$ cat config.mk
export PLATFORM = sky130hd
export DESIGN_NAME = mtc_timer_core
export DESIGN_NICKNAME = d
export VERILOG_FILES = /design/src/verilog/mtc_timer_core.v /design/src/verilog/mtc_channel.v
export VERILOG_INCLUDE_DIRS = /design/src /design/src/include
export SDC_FILE = /design/constraint.sdc
export NUM_CORES = 2
export LEC_CHECK = 0
export BUFFER_PORTS_ARGS = -buffer_cell sky130_fd_sc_hd__buf_2
export CAP_MARGIN = 20
export CORE_ASPECT_RATIO = 1.75
export CORE_MARGIN = 4
export CORE_UTILIZATION = 55
export DETAILED_ROUTE_END_ITERATION = 7
export PLACE_DENSITY = 0.7
export SKIP_LAST_GASP = 1
export SLEW_MARGIN = 20
export SYNTH_ARGS = -nofsm -noshare
export SYNTH_HDL_FRONTEND = slang
export SYNTH_SLANG_ARGS = --single-unit
$ cat constraint.sdc
create_clock -name clk -period 7.5 [get_ports clk]
set_input_delay 1.5 -clock clk [delete_from_list [all_inputs] [get_ports clk]]
set_output_delay 1.5 -clock clk [all_outputs]
set_load 0.1 [all_outputs]
$ cat src/include/mtc_consts.vh
// Offsets, reset values and codes for the timer core.
`ifndef MTC_CONSTS_VH
`define MTC_CONSTS_VH
`define MTC_OFF_RUN      12'h000
`define MTC_OFF_SYNC     12'h004
`define MTC_OFF_FLAGS    12'h008
`define MTC_OFF_STANDBY  12'h00c
`define MTC_OFF_CH_BASE  12'h100
`define MTC_CH_STRIDE    12'h040
`define MTC_CH_CTRL      6'h00
`define MTC_CH_PINCTL    6'h04
`define MTC_CH_CNT       6'h08
`define MTC_CH_GRA       6'h10
`define MTC_CH_GRB       6'h14
`define MTC_CH_GRC       6'h18
`define MTC_CH_GRD       6'h1c
`define MTC_CNT_RST      16'h0000
`define MTC_GR_RST       16'hffff
`define MTC_CLR_NONE     3'h0
`define MTC_CLR_A        3'h1
`define MTC_CLR_B        3'h2
`define MTC_CLR_SYNC     3'h3
`define MTC_CLR_C        3'h5
`define MTC_CLR_D        3'h6
`define MTC_RESP_OKAY    2'h0
`define MTC_RESP_SLVERR  2'h2
`endif

$ cat src/verilog/mtc_timer_core.v
// Six-channel timer core with an AXI4-Lite register slave.
// What this block does
// - six sixteen-bit readable writable counters
// - counters zero on reset and standby
// - compare registers sixteen bits, read/write
// - sixteen compare registers: four, two, two
// - channels 0,3: C buffers A, D buffers B
// - run bits start/stop counters, reset zero
// - stopping holds the pin output level
// - pin control write while stopped sets level
// - lockstep bits choose independent or synchronous
// - synchronous preset and clear across channels
// - counters count upward only
// - setting run bit starts counting
// - overflow sets flag, counting continues from zero
// - period match sets flag, clears counter
`timescale 1ns/1ps
`default_nettype none
`include "mtc_consts.vh"
module mtc_timer_core (
  // Clock and reset.
  input  wire        clk,
  input  wire        rst,
  // AXI4-Lite write address.
  input  wire [11:0] s_axi_awaddr,
  input  wire        s_axi_awvalid,
  output reg         s_axi_awready,
  // AXI4-Lite write data.
  input  wire [31:0] s_axi_wdata,
  input  wire [3:0]  s_axi_wstrb,
  input  wire        s_axi_wvalid,
  output reg         s_axi_wready,
  // AXI4-Lite write response.
  output reg  [1:0]  s_axi_bresp,
  output reg         s_axi_bvalid,
  input  wire        s_axi_bready,
  // AXI4-Lite read address.
  input  wire [11:0] s_axi_araddr,
  input  wire        s_axi_arvalid,
  output reg         s_axi_arready,
  // AXI4-Lite read data.
  output reg  [31:0] s_axi_rdata,
  output reg  [1:0]  s_axi_rresp,
  output reg         s_axi_rvalid,
  input  wire        s_axi_rready,
  // Count clock enable pulse, same clock domain.
  input  wire        countTick,
  // Compare output levels of the timer_io_pin outputs.
  output reg  [5:0]  timerIoPin
);
  // Run bits and lockstep bits.
  reg  [5:0]  runBit_reg;
  reg  [5:0]  lockstepBit_reg;
  // Hardware standby holds the counters at zero.
  reg         standby_reg;
  // Per-channel control: clear source, buffer enables.
  reg  [4:0]  chCtrl_reg [0:5];
  // Per-channel pin initial level: bit1 valid, bit0 level.
  reg  [1:0]  pinCtl_reg [0:5];
  // Sticky flags: bit4 overflow, bits 3..0 match D..A.
  reg  [4:0]  flag_reg [0:5];
  // Latched write address and data, with their hold flags.
  reg  [11:0] wAddr_reg;
  reg         wAddrHeld_reg;
  reg  [31:0] wData_reg;
  reg  [3:0]  wStrb_reg;
  reg         wDataHeld_reg;
  // Per-channel signals from the channel modules.
  wire [15:0] cnt    [0:5];
  wire [63:0] grs    [0:5];
  wire [5:0]  ovf;
  wire [3:0]  mev    [0:5];
  wire [5:0]  clr;
  wire [5:0]  pin;
  // Decoded write strobe, the aligned address and the channel index.
  wire        doWrite;
  wire [11:0] chRel;
  wire [2:0]  wCh;
  wire [5:0]  wReg;
  wire        wFull;
  wire        wInCh;
  // Synchronous events among lockstep channels.
  wire        syncClear;
  reg  [31:0] rdValue;
  reg         rdErr;
  reg         wrErr;

  assign doWrite = wAddrHeld_reg && wDataHeld_reg && !s_axi_bvalid;
  assign chRel   = wAddr_reg - `MTC_OFF_CH_BASE;
  assign wCh     = chRel[8:6];
  assign wReg    = chRel[5:0];
  // Upper offset bits must be clear, or high addresses would alias a channel.
  assign wInCh   = wAddr_reg >= `MTC_OFF_CH_BASE && chRel[11:9] == 3'd0 &&
                   wCh < 3'd6;
  // Counters and compare registers take only whole half-words.
  assign wFull   = wStrb_reg[1:0] == 2'b11;
  assign syncClear = |(clr & lockstepBit_reg);

  genvar c;
  generate
    for (c = 0; c < 6; c = c + 1) begin : gCh
      wire hit = doWrite && wInCh && wCh == c && wFull;
      wire cntWr = hit && wReg == `MTC_CH_CNT;
      // A preset to any lockstep channel presets them all.
      wire anyPreset = doWrite && wInCh && wFull &&
                       wReg == `MTC_CH_CNT && lockstepBit_reg[wCh];
      mtc_channel #(.FOUR((c == 0 || c == 3) ? 1 : 0)) uCh (
        .clk           (clk),
        .rst           (rst || standby_reg),
        .runBit        (runBit_reg[c]),
        .countTick     (countTick),
        .clearSource   (lockstepBit_reg[c] ? chCtrl_reg[c][2:0] :
                        (chCtrl_reg[c][2:0] == `MTC_CLR_SYNC ?
                         `MTC_CLR_NONE : chCtrl_reg[c][2:0])),
        .bufferAc      (chCtrl_reg[c][3]),
        .bufferBd      (chCtrl_reg[c][4]),
        .initLevel     (wData_reg[1:0]),
        .pinCtlWrite   (hit && wReg == `MTC_CH_PINCTL),
        .presetWrite   (cntWr || (anyPreset && lockstepBit_reg[c])),
        .presetValue   (wData_reg[15:0]),
        .syncClearIn   (syncClear && lockstepBit_reg[c]),
        .clearOut      (clr[c]),
        .grWrite       ({hit && wReg == `MTC_CH_GRD,
                         hit && wReg == `MTC_CH_GRC,
                         hit && wReg == `MTC_CH_GRB,
                         hit && wReg == `MTC_CH_GRA}),
        .grData        (wData_reg[15:0]),
        .timerCount_reg(cnt[c]),
        .grFlat_reg    (grs[c]),
        .overflowEvent (ovf[c]),
        .matchEvent    (mev[c]),
        .pinLevel_reg  (pin[c])
      );
      // Flags: hardware set wins over a zero written to clear.
      always @(posedge clk) begin
        if (rst) begin
          flag_reg[c] <= 5'h00;
        end else begin
          flag_reg[c] <= ((hit && wReg == `MTC_CH_CTRL) ?
                          (flag_reg[c] & wData_reg[12:8]) : flag_reg[c])
                         | {ovf[c], mev[c]};
        end
      end
      // Channel control and pin control registers.
      always @(posedge clk) begin
        if (rst) begin
          chCtrl_reg[c] <= 5'h00;
          pinCtl_reg[c] <= 2'h0;
        end else begin
          if (hit && wReg == `MTC_CH_CTRL) begin
            chCtrl_reg[c] <= ((c == 0 || c == 3) ? wData_reg[4:0] :
                              {2'b00, wData_reg[2:0]});
          end
          if (hit && wReg == `MTC_CH_PINCTL) begin
            pinCtl_reg[c] <= wData_reg[1:0];
          end
        end
      end
    end
  endgenerate

  // Write channel: take address and data in either order.
  always @(posedge clk) begin
    if (rst) begin
      s_axi_awready <= 1'b0;
      s_axi_wready  <= 1'b0;
      s_axi_bvalid  <= 1'b0;
      s_axi_bresp   <= `MTC_RESP_OKAY;
      wAddrHeld_reg <= 1'b0;
      wDataHeld_reg <= 1'b0;
      wAddr_reg     <= 12'h000;
      wData_reg     <= 32'h00000000;
      wStrb_reg     <= 4'h0;
    end else begin
      s_axi_awready <= !wAddrHeld_reg && !s_axi_awready && s_axi_awvalid;
      s_axi_wready  <= !wDataHeld_reg && !s_axi_wready && s_axi_wvalid;
      if (s_axi_awready && s_axi_awvalid) begin
        wAddr_reg     <= {s_axi_awaddr[11:2], 2'b00};
        wAddrHeld_reg <= 1'b1;
      end
      if (s_axi_wready && s_axi_wvalid) begin
        wData_reg     <= s_axi_wdata;
        wStrb_reg     <= s_axi_wstrb;
        wDataHeld_reg <= 1'b1;
      end
      if (doWrite) begin
        s_axi_bvalid  <= 1'b1;
        s_axi_bresp   <= wrErr ? `MTC_RESP_SLVERR : `MTC_RESP_OKAY;
        wAddrHeld_reg <= 1'b0;
        wDataHeld_reg <= 1'b0;
      end else if (s_axi_bvalid && s_axi_bready) begin
        s_axi_bvalid <= 1'b0;
      end
    end
  end

  // Unmapped addresses and partial counter writes answer with an error.
  always @* begin
    wrErr = 1'b1;
    if (wAddr_reg == `MTC_OFF_RUN || wAddr_reg == `MTC_OFF_SYNC ||
        wAddr_reg == `MTC_OFF_STANDBY) begin
      wrErr = 1'b0;
    end else if (wInCh) begin
      if (wReg == `MTC_CH_CTRL || wReg == `MTC_CH_PINCTL) begin
        wrErr = 1'b0;
      end else if (wReg == `MTC_CH_CNT || wReg == `MTC_CH_GRA ||
                   wReg == `MTC_CH_GRB) begin
        wrErr = !wFull;
      end else if ((wReg == `MTC_CH_GRC || wReg == `MTC_CH_GRD) &&
                   (wCh == 3'd0 || wCh == 3'd3)) begin
        wrErr = !wFull;
      end
    end
  end

  // Global registers; bits 7 and 6 are kept at zero.
  always @(posedge clk) begin
    if (rst) begin
      runBit_reg      <= 6'h00;
      lockstepBit_reg <= 6'h00;
      standby_reg     <= 1'b0;
    end else if (doWrite && wStrb_reg[0]) begin
      if (wAddr_reg == `MTC_OFF_RUN) begin
        runBit_reg <= wData_reg[5:0];
      end else if (wAddr_reg == `MTC_OFF_SYNC) begin
        lockstepBit_reg <= wData_reg[5:0];
      end else if (wAddr_reg == `MTC_OFF_STANDBY) begin
        standby_reg <= wData_reg[0];
      end
    end
  end

  // Read mux over the decoded address.
  always @* begin : pRd
    reg [11:0] rel;
    rel = 12'h000;
    rdValue = 32'h00000000;
    rdErr = 1'b1;
    rel = s_axi_araddr - `MTC_OFF_CH_BASE;
    if (s_axi_araddr[11:2] == `MTC_OFF_RUN >> 2) begin
      rdValue = {26'h0, runBit_reg};
      rdErr = 1'b0;
    end else if (s_axi_araddr[11:2] == `MTC_OFF_SYNC >> 2) begin
      rdValue = {26'h0, lockstepBit_reg};
      rdErr = 1'b0;
    end else if (s_axi_araddr[11:2] == `MTC_OFF_STANDBY >> 2) begin
      rdValue = {31'h0, standby_reg};
      rdErr = 1'b0;
    end else if (s_axi_araddr >= `MTC_OFF_CH_BASE && rel[11:9] == 3'd0 &&
                 rel[8:6] < 3'd6) begin
      rdErr = 1'b0;
      case ({rel[5:2], 2'b00})
        `MTC_CH_CTRL:   rdValue = {19'h0, flag_reg[rel[8:6]], 3'h0,
                                   chCtrl_reg[rel[8:6]]};
        `MTC_CH_PINCTL: rdValue = {30'h0, pinCtl_reg[rel[8:6]]};
        `MTC_CH_CNT:    rdValue = {16'h0, cnt[rel[8:6]]};
        `MTC_CH_GRA:    rdValue = {16'h0, grs[rel[8:6]][15:0]};
        `MTC_CH_GRB:    rdValue = {16'h0, grs[rel[8:6]][31:16]};
        // C and D exist only on the four-register channels.
        `MTC_CH_GRC:    begin
          rdErr   = rel[8:6] != 3'd0 && rel[8:6] != 3'd3;
          rdValue = rdErr ? 32'h00000000 : {16'h0, grs[rel[8:6]][47:32]};
        end
        `MTC_CH_GRD:    begin
          rdErr   = rel[8:6] != 3'd0 && rel[8:6] != 3'd3;
          rdValue = rdErr ? 32'h00000000 : {16'h0, grs[rel[8:6]][63:48]};
        end
        default:        rdErr = 1'b1;
      endcase
    end
  end

  // Read channel: one cycle to take, one to answer.
  always @(posedge clk) begin
    if (rst) begin
      s_axi_arready <= 1'b0;
      s_axi_rvalid  <= 1'b0;
      s_axi_rdata   <= 32'h00000000;
      s_axi_rresp   <= `MTC_RESP_OKAY;
    end else begin
      s_axi_arready <= !s_axi_arready && !s_axi_rvalid && s_axi_arvalid;
      if (s_axi_arready && s_axi_arvalid) begin
        s_axi_rvalid <= 1'b1;
        s_axi_rdata  <= rdValue;
        s_axi_rresp  <= rdErr ? `MTC_RESP_SLVERR : `MTC_RESP_OKAY;
      end else if (s_axi_rvalid && s_axi_rready) begin
        s_axi_rvalid <= 1'b0;
      end
    end
  end

  // Pin outputs registered once more at the top.
  always @(posedge clk) begin
    if (rst) begin
      timerIoPin <= 6'h00;
    end else begin
      timerIoPin <= pin;
    end
  end
endmodule // mtc_timer_core
`default_nettype wire

$ cat src/verilog/mtc_channel.v
// One timer channel: counter, compare registers, buffering and pin level.
`timescale 1ns/1ps
`default_nettype none
`include "mtc_consts.vh"
module mtc_channel #(
  parameter FOUR = 1
) (
  // Clock and reset.
  input  wire        clk,
  input  wire        rst,
  // Channel control.
  input  wire        runBit,
  input  wire        countTick,
  input  wire [2:0]  clearSource,
  input  wire        bufferAc,
  input  wire        bufferBd,
  input  wire [1:0]  initLevel,
  input  wire        pinCtlWrite,
  // Synchronous preset and clear.
  input  wire        presetWrite,
  input  wire [15:0] presetValue,
  input  wire        syncClearIn,
  output wire        clearOut,
  // Compare register writes.
  input  wire [3:0]  grWrite,
  input  wire [15:0] grData,
  // State.
  output reg  [15:0] timerCount_reg,
  output reg  [63:0] grFlat_reg,
  output wire        overflowEvent,
  output wire [3:0]  matchEvent,
  output reg         pinLevel_reg
);
  // Compare match per register, only while counting.
  wire [3:0] match;
  // Counter clear from this channel's own source.
  reg        ownClear;
  // Any clear, own or synchronous.
  wire       anyClear;

  genvar i;
  generate
    for (i = 0; i < 4; i = i + 1) begin : gMatch
      // Registers C and D exist only on four-register channels.
      if (i < 2 || FOUR) begin : gLive
        assign match[i] = runBit && countTick &&
                          (timerCount_reg == grFlat_reg[16*i +: 16]);
      end else begin : gDead
        assign match[i] = 1'b0;
      end
    end
  endgenerate

  // Selected clear source; a buffer register never clears the counter.
  always @* begin
    case (clearSource)
      `MTC_CLR_A: ownClear = match[0];
      `MTC_CLR_B: ownClear = match[1];
      `MTC_CLR_C: ownClear = match[2] && !bufferAc;
      `MTC_CLR_D: ownClear = match[3] && !bufferBd;
      default:    ownClear = 1'b0;
    endcase
  end

  assign clearOut = ownClear;
  assign anyClear = ownClear ||
                    (clearSource == `MTC_CLR_SYNC && syncClearIn && runBit);
  assign overflowEvent = runBit && countTick && !anyClear &&
                         (timerCount_reg == 16'hffff);
  assign matchEvent = match;

  // Counter: write wins over counting, clear wins over increment.
  always @(posedge clk) begin
    if (rst) begin
      timerCount_reg <= `MTC_CNT_RST;
    end else if (presetWrite) begin
      timerCount_reg <= presetValue;
    end else if (anyClear) begin
      timerCount_reg <= `MTC_CNT_RST;
    end else if (runBit && countTick) begin
      // Up only; wraps through zero and keeps going.
      timerCount_reg <= timerCount_reg + 16'h0001;
    end
  end

  // Compare registers; a match on A or B reloads it from its buffer.
  generate
    for (i = 0; i < 4; i = i + 1) begin : gGr
      // Reload strobe; only A and B of four-register channels reload.
      wire reload = (i < 2) && FOUR && (i == 0 ? bufferAc : bufferBd) &&
                    match[i];
      // Each entry writes only its own slice, so no slice has two drivers.
      always @(posedge clk) begin
        if (rst) begin
          grFlat_reg[16*i +: 16] <= `MTC_GR_RST;
        end else if (grWrite[i] && (i < 2 || FOUR)) begin
          grFlat_reg[16*i +: 16] <= grData;
        end else if (reload) begin
          // The buffer sits two entries up: C feeds A, D feeds B.
          grFlat_reg[16*i +: 16] <= grFlat_reg[(16*i+32)%64 +: 16];
        end else if (i >= 2 && !FOUR) begin
          grFlat_reg[16*i +: 16] <= 16'h0000;
        end
      end
    end
  endgenerate

  // Pin level: set on match A, cleared on match B; held when stopped.
  always @(posedge clk) begin
    if (rst) begin
      pinLevel_reg <= 1'b0;
    end else if (pinCtlWrite && !runBit) begin
      pinLevel_reg <= initLevel[1] ? initLevel[0] : 1'b0;
    end else if (match[0]) begin
      pinLevel_reg <= 1'b1;
    end else if (match[1]) begin
      pinLevel_reg <= 1'b0;
    end
  end
endmodule // mtc_channel
`default_nettype wire

Word level (Yosys, flattened, before mapping) --
Memories as Yosys holds them, arrays and structs flattened. Index checks and enable logic that the tools add are counted.
Storage, ports and cells: flip-flop bits (word level) 464, bits in writable memories 72, output and inout port bits 47, logic and storage cells 547, memories kept 3
Memory list:
- chCtrl_reg | words 6, bits a word 5, read ports 7, clocked after memory_dff 0, wr ports 6, line mtc_timer_core.v:57 | reg [4:0] chCtrl_reg [0:5];
- flag_reg | words 6, bits a word 5, read ports 7, clocked after memory_dff 0, wr ports 6, line mtc_timer_core.v:61 | reg [4:0] flag_reg [0:5];
- pinCtl_reg | words 6, bits a word 2, read ports 1, clocked after memory_dff 0, wr ports 6, line mtc_timer_core.v:59 | reg [1:0] pinCtl_reg [0:5];
Cells by class: $add $sub $neg 8, order comparisons 6, eq/ne operators 73, muxes and demuxes 158, bitwise logic cells 34, reduce and logical (&&, ||, !) cells 219
Operator list (count):
- $mux 16 | 35
- $eq 16x16->1 | 16
- $bmux 64 s3 | 1
- $logic_and 1x1->1 | 142
- $mux 64 | 2
- $pmux 16 s7 | 1
- $add 16x1->16 const B | 6
- $eq 16x16->1 const B | 6
- $mux 5 | 18
- $mux 1 | 72
- $eq 3x2->1 const B | 20
- $bmux 16 s3 | 1
- $reduce_bool 3->1 | 13
- $mux 3 | 12
- $and 5x5->5 | 6
- $or 5x5->5 | 6
- $eq 6x5->1 const B | 4
- $ge 12x9->1 const B | 2
- $logic_not 1->1 | 24
- $sub 12x9->12 const B | 2
- $eq 3x1->1 const B | 7
- $eq 10x1->1 const B | 2
- $eq 10x2->1 const B | 2
- $logic_or 1x1->1 | 20
- other kinds (31) | 78

Logic depth before layout (Yosys ltp) --
An unclocked memory read counts as a cell.
depth after elaboration 17, depth in mapped cells 15, mapped depth without buffers 12

By module --
From an unflattened synthesis, not the netlist that was laid out.
Unflattened totals: cell total of the unflattened synthesis 3602, area, all modules 31736.7 um2
By module, submodules not included:
- mtc_timer_core | times used 1, cells an instance 1125, area each 9834.4 um2, seq. area each 3062.9 um2
- mtc_channel at gCh[4].uCh ... | times used 2, cells an instance 381, area each 3238.1 um2, seq. area each 1001.0 um2
- mtc_channel at gCh[1].uCh ... | times used 2, cells an instance 334, area each 2932.8 um2, seq. area each 1001.0 um2
- mtc_channel at gCh[0].uCh | times used 1, cells an instance 518, area each 4789.6 um2, seq. area each 1621.6 um2
- mtc_channel at gCh[3].uCh | times used 1, cells an instance 529, area each 4770.8 um2, seq. area each 1621.6 um2

Least setup slack after synthesis --
No wires, ideal clock.
path kind input to register, start point in s_axi_araddr[6], end point reg s_axi_rdata[10], arrival time 3712 ps, required time 7368 ps, setup slack 3655 ps, stages on the path 12, buffers on the path 6, path through buf_2 -> buf_4 -> buf_2 -> buf_2 -> buf_2 -> buf_2 -> mux2i_1 -> nor2_1 -> a21oi_1 -> nor2_1 -> o31ai_1 -> a21oi_1
Between the ends: cells in the longest elaborated chain, start to end 11
Ends and longest elaborated chain:
- from (decl) | line mtc_timer_core.v:38 | input wire [11:0] s_axi_araddr,
- $sub 12x9->12 (no line)
- $not 3->4 (not written as such)
- $bmux 64 s3
- $mux 64 (not written as such) (2 in series) | line mtc_timer_core.v:266 | rdValue = rdErr ? 32'h00000000 : {16'h0, grs[rel[8:6]][63:48]};
- $mux 16 (on tied branches) | line mtc_timer_core.v:266, mtc_timer_core.v:262
- $pmux 16 s7 | line mtc_timer_core.v:252 | case ({rel[5:2], 2'b00})
- $mux 16 | line mtc_timer_core.v:249 | end else if (s_axi_araddr >= `MTC_OFF_CH_BASE && rel[11:9] == 3'd0 &&
- $mux 16 | line mtc_timer_core.v:246 | end else if (s_axi_araddr[11:2] == `MTC_OFF_STANDBY >> 2) begin
- $mux 16 | line mtc_timer_core.v:243 | end else if (s_axi_araddr[11:2] == `MTC_OFF_SYNC >> 2) begin
- $mux 16 * | line mtc_timer_core.v:240 | if (s_axi_araddr[11:2] == `MTC_OFF_RUN >> 2) begin
- to (signal assigned) | line mtc_timer_core.v:284 | s_axi_rdata <= rdValue;
- to (decl) | line mtc_timer_core.v:42 | output reg [31:0] s_axi_rdata,
Every way passes the cells marked *; elsewhere a longest branch is shown, timed or not. The select of a mux whose other input is x is not followed. A chain may end at the register's enable or synchronous reset.

Worst setup path after layout --
start point in s_axi_araddr[6], end point reg s_axi_rdata[5]
Same word-level chain as after synthesis.

==> metrics <==
outcome=finished clean; First-pass DRT Iterations=6; switching power of the nets=approximately 1.5 mW; routed vias=29800; met2 GRT Util=a little over two thirds; Crit path depth=9; Hold Vio Cnt, Final=0; r2r startpoint=gCh[3].uCh.timerCount_reg[5]; fin util=approximately three fifths; std cell rows=111; Max FO, Critical Path=a little under 70; crit path DAT=approximately 5.4 ns; sequential share of power=about 47%; fin nets=between 3000 and 4000; post-DR wirelength/cell=30.7 µm; Combinational Power Share=around 6.3%; Crit. End Element=flop; critical path startpoint=s_axi_araddr[6]; Worst-path clk slew=~0.070 ns; FFs w/ async S/R, synth=0%; largest net degree at the start of global routing=between 150 and 200; antenna-violating nets left=0; critical path's largest stage delay=~0.99 ns; CTS Hold Bufs=0; fmax=205 MHz; end point of the critical path=s_axi_rdata[5]; Synth cell types=90; Slew headroom=between 15 and 20%; cts bufs inserted=49; r2r worst-path depth=9; DRC Markers=0; global-route met3 utilization=between 10% and 20%; Synth warnings=0; GRT Total Usage=45.3%; die height=about 310 µm; Via density=about 6.9; post_cts resized=0; reg2reg end=flag_reg[0][4]; TritonCTS clock tree=done; critical path cell sequence=buf_6, buf_12, mux2i_1, nor2_1, a21oi_1, o22ai_1, or4_1, a222oi_1, a211oi_1; max cap viols=0; TNS Setup=0 ns; FF+latch count, synth=between 400 and 500; Max Slew Vio Count=0; PwrDens=roughly 180 nW/µm²; crit path kind=in2reg; leakage power=roughly 12 nW; # clock sinks=around 500; PortBufs=between 70 and 80; RSZ-0062 raised after global routing=false; Sw Share=between 20 and 30%; vias in the first global route=27700; Top Ports=115; Synth Instances=between 3000 and 4000; dpl hpwl=roughly 96000 µm; Post-Syn Area=a little under 30000 µm²; delay-heaviest family, CP=compound AO/OA/AOI/OAI gates; worst reg-to-reg setup slack=between 2 and 3 ns; ys flop type=dfxtp_1; worst vdd ir=0.000180 V; Post-synth EDFFs=34; grt ovf=0; Die Wd=between 150 and 200 µm; Largest register FFs=257; Post-Route Skew=roughly 0.019 ns; H-tree depth=2; worst skew pair latency=roughly 0.62 ns; first-pass GRT wire length=192000 µm; startpoint types=input pin; Worst Path Buf+Inv=2; GRT Max-Usage Layer=met2; Final GP Congestion=1.12; setup violators final=0; layout cell share with drive strength beyond 1=9.25%; Hold Path Depth=2; root buf cell=clkbuf_16; Area Growth Syn to Fin=7.01%; M1 GR Usage=49.6%; initial antenna violation count=10; CP max stage cell=a21oi_1; Hold Crit Class=reg2reg; Initial Utilization=55.8%; 1st-iter DRT viols=roughly 4200; Core Region=52500 µm²; post-route minimum period=approximately 4.9 ns; actual slew at the worst max-slew pin=about 1.3 ns; die area=57100 µm²; Post-CTS Setup Bufs=0; sequential fraction of the synthesis area=a little over a third; CP required=approximately 8.0 ns; Int Power=4.26 mW; Clock power frac=a little under half; Post-Route WL=approximately 130000 µm; Tcrit/Tclk final=between 60% and 70%; maximum root-to-sink buffer count=3; synthesized area per cell=approximately 7.8 µm²
layout make-up:
class	count	area (µm²)
well taps	678	848
flip-flops and latches	495	10300
clock buffers	65	1430
clock inverters	25	263
fillers	4962	21200
multi-input cells	2892	17400
repair buffers	147	952
diodes	11	27.5
inverters	31	116
synth_stat cells, types with 16 or more instances:
library cell | number | area share [%]
nand2_1 | 812 | 10
dfxtp_1 | 461 | 32
nand3_1 | 269 | 4.6
nor2_1 | 269 | 3.4
xnor2_1 | 224 | 6.7
a21oi_1 | 220 | 3.8
clkbuf_1 | 195 | 2.5
o21ai_0 | 145 | 2.5
mux2i_1 | 139 | 4.8
buf_2 | 93 | 1.6
nand4_1 | 83 | 1.8
xor2_1 | 64 | 1.9
mux4_2 | 58 | 4.5
nor3_1 | 55 | 0.94
o22ai_1 | 52 | 1.1
and3_1 | 36 | 0.77
edfxtp_1 | 34 | 3.5
inv_1 | 30 | 0.38
nor4_1 | 30 | 0.64
nand2b_1 | 28 | 0.60
a22oi_1 | 25 | 0.64
a31oi_1 | 22 | 0.47
and2_1 | 22 | 0.47
buf_4 | 22 | 0.56
o221ai_1 | 21 | 0.63
nor2b_1 | 19 | 0.41
o211ai_1 | 19 | 0.49
buf_1 | 18 | 0.23
or4_1 | 18 | 0.46
a211oi_1 | 16 | 0.41
ha_1 | 16 | 0.68
placed cells by master (no fill, tap or decap), types with 27 or more instances in the layout:
cell type / count
nand2_1: 812
dfxtp_1: 454
nand3_1: 269
nor2_1: 266
xnor2_1: 224
a21oi_1: 219
o21ai_0: 145
mux2i_1: 139
nand4_1: 83
buf_2: 72
buf_4: 71
xor2_1: 64
mux4_2: 58
nor3_1: 52
o22ai_1: 52
clkbuf_16: 51
and3_1: 36
edfxtp_1: 34
inv_1: 30
nand2b_1: 28
nor4_1: 27
metal layers:
layer	part of all wire, %	up-vias
met5	0.076	-
met4	13	10
met3	11	804
met2	44	2249
met1	32	13900
li1	-	12800
worst register-to-register path, stage by stage (launching register included):
cell and delay (ns):
dfxtp_1 0.89, xnor2_1 0.19, nand4_1 0.12, nor2_1 0.94, a31oi_1 0.26, a221oi_1 0.64, nor3_1 0.15, o21a_1 0.53
nand4_1 0.57, a21oi_1 0.14
cells by family after synthesis:
logic type               Yosys count  synth area share [%]
AND/OR/NAND/NOR                 1728                  26.8
AO/OA/AOI/OAI                    643                  13.6
flip-flops                       495                  35.0
buffers and inverters            376                  5.86
XOR/XNOR                         288                  8.62
multiplexers                     199                  9.34
adder cells (fa/ha/maj)           16                 0.684
other                              1                0.0128
metrics by stage:
stage	hold WS [ns]	cells	cell area (µm²)	setup WS (ns)	total power, mW
after floorplan	0.432	3763	29300	3.66	2.99
after global placement	0.432	4242	29600	2.35	3.09
after detailed placement	0.445	4242	29600	2.32	3.09
after CTS	0.454	4332	31300	2.94	5.69
after global routing	0.472	4333	31300	2.79	5.82
final	0.451	4344	31300	2.61	5.72
power groups by stage:
| stage | logic, mW | registers, mW | clock network, mW |
|---|---|---|---|
| final | 0.361 | 2.69 | 2.67 |
| after global routing | 0.370 | 2.69 | 2.76 |
| after CTS | 0.344 | 2.69 | 2.66 |
| after detailed placement | 0.344 | 2.75 | 0 |
| after global placement | 0.342 | 2.75 | 0 |
| after floorplan | 0.236 | 2.75 | 0 |
worst min path at each step:
stage,start,end
finish,wData_reg[9],wData_reg[9]
detailed placement,wData_reg[9],wData_reg[9]
global route,s_axi_rdata[0],s_axi_rdata[0]
global placement,s_axi_rvalid,s_axi_arready
CTS,wData_reg[9],wData_reg[9]
floorplan,wStrb_reg[1],wStrb_reg[1]
No activity file was read; power rests on OpenSTA's default activity.
